===== src/verilog/pims_pkg.sv =====
package pims_pkg;

  // register offsets
  localparam logic [7:0] PIMS_OFS_MASK_PRIMARY = 8'h03;
  localparam logic [7:0] PIMS_OFS_MASK_SWITCH  = 8'h04;
  localparam logic [7:0] PIMS_OFS_STATE_REPORT = 8'h05;

  // reset values
  localparam logic [7:0] PIMS_RST_MASK_PRIMARY = 8'h00;
  localparam logic [7:0] PIMS_RST_MASK_SWITCH  = 8'h00;

  // writable bits (reserved bits 7-6 read zero)
  localparam logic [7:0] PIMS_WMASK_MASK       = 8'h3F;

  // field positions in the primary mask and its event flags
  localparam int PIMS_BIT_PROG_VOLT   = 5;
  localparam int PIMS_BIT_MAINS       = 4;
  localparam int PIMS_BIT_BUTTON      = 3;
  localparam int PIMS_BIT_THERMAL     = 2;
  localparam int PIMS_BIT_PROG_DONE   = 0;
  // field positions in the switch mask and its event flags
  localparam int PIMS_BIT_SW_FAULT    = 5;
  localparam int PIMS_BIT_SW_LIMIT    = 2;
  // field positions in the state report
  localparam int PIMS_BIT_NV_MOD      = 6;
  localparam int PIMS_BIT_MAINS_LVL   = 5;
  localparam int PIMS_BIT_BUTTON_LVL  = 4;
  localparam int PIMS_BIT_STATE_LO    = 2;

  // power state encoding shown in the state report
  typedef enum logic [1:0] {
    PIMS_PWR_TRANSITION = 2'h0,
    PIMS_PWR_AWAIT_EN   = 2'h1,
    PIMS_PWR_ACTIVE     = 2'h2,
    PIMS_PWR_SUSPEND    = 2'h3
  } pims_pwr_state_t;

  // pending event flags as delivered by the flag logic
  typedef struct packed {
    logic prog_voltage_event;
    logic mains_change_event;
    logic button_change_event;
    logic thermal_warn_event;
    logic prog_done_event;
    logic switch_fault_event;
    logic switch_limit_event;
  } pims_events_t;

  // register access request
  typedef struct packed {
    logic       wr;
    logic       rd;
    logic [7:0] addr;
    logic [7:0] wdata;
  } pims_req_t;

endpackage : pims_pkg


===== src/verilog/pims_sync.sv =====
`timescale 1ns/1ps
// two-stage synchroniser for a bundle of asynchronous levels
module pims_sync #(
  parameter int WIDTH = 2
) (
  // clock and reset
  input  wire logic             core_clk_i,
  input  wire logic             reset_n_i,
  // levels
  input  wire logic [WIDTH-1:0] async_i,
  output logic      [WIDTH-1:0] sync_o
);

  // refuse an empty bundle at elaboration
  if (WIDTH < 1) begin : g_width_check
    $error("pims_sync: WIDTH must be at least 1");
  end

  // both stages in one state word
  typedef struct packed {
    logic [WIDTH-1:0] meta;
    logic [WIDTH-1:0] sync;
  } pims_sync_state_t;

  pims_sync_state_t st;
  pims_sync_state_t next_st;

  // first stage feeds only the second stage
  always_comb begin
    next_st      = st;
    next_st.meta = async_i;
    next_st.sync = st.meta;
  end

  // reset to the idle high level of active-low pins, so no false edge follows reset
  always_ff @(posedge core_clk_i or negedge reset_n_i) begin
    if (!reset_n_i) begin
      st <= '1;
    end else begin
      st <= next_st;
    end
  end

  assign sync_o = st.sync;

endmodule : pims_sync


===== src/verilog/pims_irq_mask_status.sv =====
`timescale 1ns/1ps
// Operation
// - primary bit 5 masks programming-voltage event
// - primary bit 4 masks mains-change event
// - primary bit 3 masks button-change event
// - primary bit 2 masks thermal-warning event
// - primary bit 0 masks programming-done event
// - switch bit 5 masks switch-fault event
// - switch bit 2 masks switch-limit event
// - masks never alter event flag recording
// - status bit 6 shows nonvolatile reprogrammed
// - status bit 5 is inverted mains pin
// - status bit 4 is inverted button pin
// - status bits 3-2 show power state
// - mains flag set on either pin edge
// - limit flag follows live current limiting
module pims_irq_mask_status
  import pims_pkg::*;
(
  // clock and reset
  input  wire logic            core_clk_i,
  input  wire logic            reset_n_i,
  // register access from the serial slave
  input  wire pims_req_t       reg_req_i,
  output logic      [7:0]      reg_rdata_o,
  output logic                 reg_rvalid_o,
  // pending flags and live sources
  input  wire pims_events_t    flags_i,
  input  wire logic            switch_limiting_i,
  input  wire logic            mains_detect_input_i,
  input  wire logic            push_button_input_i,
  input  wire logic            nv_modified_i,
  input  wire pims_pwr_state_t pwr_state_i,
  // flag recording towards the flag registers
  output logic                 mains_change_set_o,
  output logic                 switch_limit_level_o,
  output pims_events_t         flags_seen_o,
  // open-drain interrupt pin
  output logic                 irq_out_low_o,
  output logic                 irq_out_low_oe_o
);

  // whole block state
  typedef struct packed {
    logic [7:0]   mask_primary;
    logic [7:0]   mask_switch;
    logic [7:0]   rdata;
    logic         rvalid;
    logic         mains_prev;
    logic         mains_set;
    logic         limit_lvl;
    pims_events_t seen;
    logic         irq_level;
    logic         irq_oe;
  } pims_state_t;

  pims_state_t st;
  pims_state_t next_st;

  logic [1:0]  pins_sync;
  logic        mains_active;
  logic        button_active;
  logic        limit_sync;
  logic        nv_sync;
  logic        irq_pending;
  logic [7:0]  report;

  // top bit of every register word; bounds the package field positions
  localparam int REG_MSB = 7;

  // refuse field positions an 8-bit register cannot hold; a stray
  // constant would otherwise slice outside the word without a warning
  if (PIMS_BIT_PROG_VOLT > REG_MSB || PIMS_BIT_MAINS > REG_MSB || PIMS_BIT_BUTTON > REG_MSB ||
      PIMS_BIT_THERMAL > REG_MSB || PIMS_BIT_PROG_DONE > REG_MSB) begin : g_primary_check
    $error("primary mask field position out of range");
  end
  // switch mask fields
  if (PIMS_BIT_SW_FAULT > REG_MSB || PIMS_BIT_SW_LIMIT > REG_MSB) begin : g_switch_check
    $error("switch mask field position out of range");
  end
  // report fields; the power state field needs two bits
  if (PIMS_BIT_NV_MOD > REG_MSB || PIMS_BIT_MAINS_LVL > REG_MSB || PIMS_BIT_BUTTON_LVL > REG_MSB ||
      PIMS_BIT_STATE_LO > REG_MSB - 1) begin : g_report_check
    $error("report field position out of range");
  end
  // a write mask with no bit set would freeze both masks at reset
  if (PIMS_WMASK_MASK == 8'h00) begin : g_wmask_check
    $error("write mask leaves no writable bit");
  end

  // pins come from outside the clock domain
  pims_sync #(
    .WIDTH (2)
  ) u_pin_sync (
    .core_clk_i (core_clk_i),
    .reset_n_i  (reset_n_i),
    .async_i    ({mains_detect_input_i, push_button_input_i}),
    .sync_o     (pins_sync)
  );

  // pins are active low
  assign mains_active  = ~pins_sync[1];
  assign button_active = ~pins_sync[0];
  assign limit_sync    = switch_limiting_i;
  assign nv_sync       = nv_modified_i;

  // gate each flag by its mask bit; flags themselves untouched
  always_comb begin
    irq_pending = 1'b0;
    if (flags_i.prog_voltage_event  && !st.mask_primary[PIMS_BIT_PROG_VOLT]) irq_pending = 1'b1;
    if (flags_i.mains_change_event  && !st.mask_primary[PIMS_BIT_MAINS])     irq_pending = 1'b1;
    if (flags_i.button_change_event && !st.mask_primary[PIMS_BIT_BUTTON])    irq_pending = 1'b1;
    if (flags_i.thermal_warn_event  && !st.mask_primary[PIMS_BIT_THERMAL])   irq_pending = 1'b1;
    if (flags_i.prog_done_event     && !st.mask_primary[PIMS_BIT_PROG_DONE]) irq_pending = 1'b1;
    if (flags_i.switch_fault_event  && !st.mask_switch[PIMS_BIT_SW_FAULT])   irq_pending = 1'b1;
    if (flags_i.switch_limit_event  && !st.mask_switch[PIMS_BIT_SW_LIMIT])   irq_pending = 1'b1;
  end

  // state report assembly; reserved bits read zero
  always_comb begin
    report = 8'h00;
    report[PIMS_BIT_NV_MOD]     = nv_sync;
    report[PIMS_BIT_MAINS_LVL]  = mains_active;
    report[PIMS_BIT_BUTTON_LVL] = button_active;
    report[PIMS_BIT_STATE_LO +: 2] = pwr_state_i;
  end

  // next state
  always_comb begin
    next_st        = st;
    next_st.rvalid = reg_req_i.rd;
    // register writes; reserved bits stay zero
    if (reg_req_i.wr) begin
      unique case (reg_req_i.addr)
        PIMS_OFS_MASK_PRIMARY: next_st.mask_primary = reg_req_i.wdata & PIMS_WMASK_MASK;
        PIMS_OFS_MASK_SWITCH:  next_st.mask_switch  = reg_req_i.wdata & PIMS_WMASK_MASK;
        default: ;
      endcase
    end
    // register reads; unmapped offsets answer zero
    if (reg_req_i.rd) begin
      unique case (reg_req_i.addr)
        PIMS_OFS_MASK_PRIMARY: next_st.rdata = st.mask_primary;
        PIMS_OFS_MASK_SWITCH:  next_st.rdata = st.mask_switch;
        PIMS_OFS_STATE_REPORT: next_st.rdata = report;
        default:               next_st.rdata = 8'h00;
      endcase
    end
    // either pin edge is one set pulse
    next_st.mains_prev = mains_active;
    next_st.mains_set  = mains_active ^ st.mains_prev;
    // limit flag is a live level, not sticky
    next_st.limit_lvl  = limit_sync;
    // flags pass through unchanged regardless of masks
    next_st.seen       = flags_i;
    // drive low while any unmasked flag pending
    next_st.irq_level  = 1'b0;
    next_st.irq_oe     = irq_pending;
  end

  // masks leave reset cleared, so every source can reach the pin
  always_ff @(posedge core_clk_i or negedge reset_n_i) begin
    if (!reset_n_i) begin
      st              <= '0;
      st.mask_primary <= PIMS_RST_MASK_PRIMARY;
      st.mask_switch  <= PIMS_RST_MASK_SWITCH;
    end else begin
      st <= next_st;
    end
  end

  // outputs straight from flops
  assign reg_rdata_o          = st.rdata;
  assign reg_rvalid_o         = st.rvalid;
  assign mains_change_set_o   = st.mains_set;
  assign switch_limit_level_o = st.limit_lvl;
  assign flags_seen_o         = st.seen;
  assign irq_out_low_o        = st.irq_level;
  assign irq_out_low_oe_o     = st.irq_oe;
endmodule : pims_irq_mask_status


===== config.mk =====
export PLATFORM = sky130hd
export DESIGN_NAME = pims_irq_mask_status
export DESIGN_NICKNAME = d
export VERILOG_FILES = /design/src/verilog/pims_pkg.sv /design/src/verilog/pims_sync.sv /design/src/verilog/pims_irq_mask_status.sv
export SDC_FILE = /design/constraint.sdc
export NUM_CORES = 1
export LEC_CHECK = 0
export BUFFER_PORTS_ARGS = -buffer_cell sky130_fd_sc_hd__buf_2
export CORE_UTILIZATION = 40
export CTS_CLUSTER_DIAMETER = 80
export CTS_CLUSTER_SIZE = 20
export DETAILED_ROUTE_END_ITERATION = 16
export MAX_ROUTING_LAYER = met4
export PLACE_DENSITY = 0.67
export SYNTH_ARGS = -nofsm -noshare
export SYNTH_HDL_FRONTEND = slang
export SYNTH_SLANG_ARGS = --single-unit

===== constraint.sdc =====
create_clock -name core_clk_i -period 1 [get_ports core_clk_i]
set_input_delay 0.1 -clock core_clk_i [delete_from_list [all_inputs] [get_ports core_clk_i]]
set_output_delay 0.1 -clock core_clk_i [all_outputs]
set_load 0.03 [all_outputs]

==> metrics.md <==
| Metric | Value |
|---|---|
| Status | finished, violations left |
| Failing checks | setup timing |
| HP Class | input pin to register |
| Die area | 3910 um^2 |
| Cell area after synthesis | 1470 um^2 |
| Die X | 62.5 um |
| Ports | between 50 and 60 |
| Crit-path max FO | 6 |
| Startpoint types | input pin |
| Flop pwr share | between 50 and 60% |
| Psw | 673 uW |
| Via density | 4.72 |
| Yosys warns | 0 |
| Die height | ~63 um |
| Post-DRT Antenna Nets | 0 |
| Num rows | 21 |
| Initial Utilization | 42.9% |
| Initial antenna violation count | 0 |
| P_int | 2.08 mW |
| Seq cells post-synth | 35 |
| Layout overhead on the synthesized area | 42.8% |
| Clk pin slew, worst setup/hold paths | approximately 100 ps |
| Total Nets Final | 213 |
| N_diodes | 0 |
| Final WS setup | -212 ps |
| Port bufs | 48 |
| Yosys cell types | 24 |
| Syn Area/Cell | 12.2 um^2 |
| Placer Congestion | 0.778 |
| CP required | approximately 1200 ps |
| Achievable frequency | 825 MHz |
| Total track usage | 17.6% |
| Setup Skew | 4.87 ps |
| Worst-skew pair later-pin latency | 340 ps |
| FILL cells | 289 |
| Overall Power | about 2.7 mW |
| First-pass DRT Iterations | 4 |
| Endpoint class of the critical path | register |
| Clk sinks | 35 |
| WHS Path Cells | 2 |
| Minimum clock period | 1210 ps |
| P_leak | 1.01 nW |
| Clock tree buffer depth | 2 |
| Max-cap viol count | 0 |
| EDFF count, synth | 0 |
| H-tree levels | 2 |
| Fin Hold WS | roughly 10 ps |
| Sequential area share after synthesis | 60.1% |
| DP HPWL | about 2100 um |
| 1st-iter DRT viols | 15 |
| RSZ-0062 raised after global routing | yes |
| Root Buffer | clkbuf_4 |
| Layout cells sized above 1 | between 50 and 60% |
| Async SR Flop Fraction | 100% |
| Worst-path cell chain | buf_6 > or4_4 > nor3b_4 > nand2_2 > mux2_4 |
| Overflow after GRT | 0 |
| Worst path max stage delay | 540 ps |
| CTS buffer count | 5 |
| DRC errors left | 0 |
| Clock Power Share | between 30% and 40% |
| Core Util, Final | 61.2% |
| Power Dens Cells | approximately 1300 nW/um^2 |
| Critical path type | input pin to register |
| Reg2Reg Depth | 4 |
| Slowest-stage cell, CP | or4_4 |
| Routed WL | about 3000 um |
| Final setup viols | 19 |
| Vias | 1072 |
| CTS tree | yes |
| Switching Fraction | 24.5% |
| Cells after Synth | 120 |
| WL/cell | 13.4 um |
| Largest net degree at the start of global routing | 19 |
| First-pass GRT wire length | 4970 um |
| Synth Flop Type | dfrtp_1 |
| VDD IR max | 837 uV |
| Vias in the first global route | about 1100 |
| Fin. Hold Viols | 0 |
| Core box area | 3420 um^2 |
| WP data arrival | 1440 ps |
| Max-slew violation count | 0 |
| Final period util | 121% |
| Logic gate share of total power | 13.5% |
==> sequential cells by signal, indices dropped and copies added, names as in the netlist <==
| signal | cells |
|---|---|
| flags_seen_o | 7 |
| irq_out_low_oe_o | 1 |
| mains_change_set_o | 1 |
| reg_rdata_o | 7 |
| reg_rvalid_o | 1 |
| st | 13 |
| switch_limit_level_o | 1 |
| u_pin_sync.next_st | 2 |
| u_pin_sync.sync_o | 2 |
==> critical path, delay by kind of cell <==
kind                   cells  cell delay (ps)
buffers and inverters      1               90
muxes                      1              320
and+or+nand+nor            3              930
==> layout by cell type (no fill, tap or decap), types with 4 or more instances in the layout <==
cell type,instances
nor2_1,5
dlygate4sd3_1,12
inv_1,14
dfstp_2,4
mux2_2,11
buf_6,13
buf_2,30
o22ai_2,5
dfrtp_1,31
clkbuf_4,5
buf_4,14
==> metrics by stage <==
step / worst slack [ps] / std cells / instance area (um^2) / setup TNS [ps]
2_1_floorplan: -475 / 121 / 1470 / -7750
3_3_place_gp: -652 / 205 / 1710 / -10990
3_5_place_dp: -727 / 205 / 1710 / -11830
4_1_cts: -210 / 225 / 1990 / -3040
5_1_grt: -241 / 227 / 2090 / -3570
6_report: -212 / 227 / 2090 / -3020
==> power groups by stage <==
stage                     sequential [mW]  combinational [mW]  clock [mW]
after floorplan                      1.54               0.149           0
after global placement               1.53               0.290           0
after CTS                            1.50               0.348       0.878
after detailed placement             1.53               0.296           0
after global routing                 1.51               0.404       0.969
final                                1.51               0.372       0.871
==> per-layer routing <==
| layer | track usage [%] | routed length, um | vias up |
|---|---|---|---|
| li1 | - | - | 507 |
| met2 | 30.0 | 1580 | 37 |
| met4 | 9.30 | 88 | 0 |
| met1 | 18.6 | 1210 | 518 |
| met3 | 4.56 | 149 | 10 |
| met5 | - | 0 | - |
==> final timing paths <==
path / start / end / slack [ps]
min reg2reg: u_pin_sync.next_st[1] / u_pin_sync.sync_o[1] / 360
max reg2reg: st[23] / reg_rdata_o[2] / -30
max: reg_req_i[11] / st[24] / -210
min in group asynchronous: reset_n_i / st[31] / 220
min: reg_req_i[2] / st[23] / 10
max in group asynchronous: reset_n_i / reg_rdata_o[2] / 340
==> synth_stat cells (2+ instances only) <==
cell type  count  area share (%)
a21oi_1        3             1.0
a22oi_1        5             2.6
buf_2          2            0.68
buf_4         17             8.7
dfrtp_1       31              53
dfstp_2        4             7.2
inv_1         14             3.6
mux2_2        12             9.2
mux2i_1        3             2.0
nand2_1        4             1.0
nand2b_1       3             1.3
nor2_1         5             1.3
o22ai_1        6             2.6
==> layout make-up <==
class | count | area (um^2) | area share [%]
repair buffers | 71 | 554 | 26.5
well taps | 46 | 57.6 | 2.75
inverters | 14 | 52.6 | 2.51
multi-input cells | 53 | 478 | 22.8
clock buffers | 8 | 68.8 | 3.29
flip-flops and latches | 35 | 881 | 42.1
==> timing repair <==
action                                 CTS  global route
buffers inserted                         0             1
endpoints found under the hold margin   24             2
cloned                                   0             0
gates resized for setup                 20            39
hold buffers                            12             1
setup endpoints to repair               23            37
pin swaps                                4             2
==> cells by family after synthesis <==
family / Yosys count / share of synthesized area, %
DFF: 35 / 60.1
buffers and inverters: 33 / 13.0
AOI/OAI and AO/OA: 18 / 8.46
and+or+nand+nor: 17 / 6.32
muxes: 15 / 11.3
xor gates and xnor gates: 1 / 0.598
other: 1 / 0.256
(Power assumes the default switching activity.)
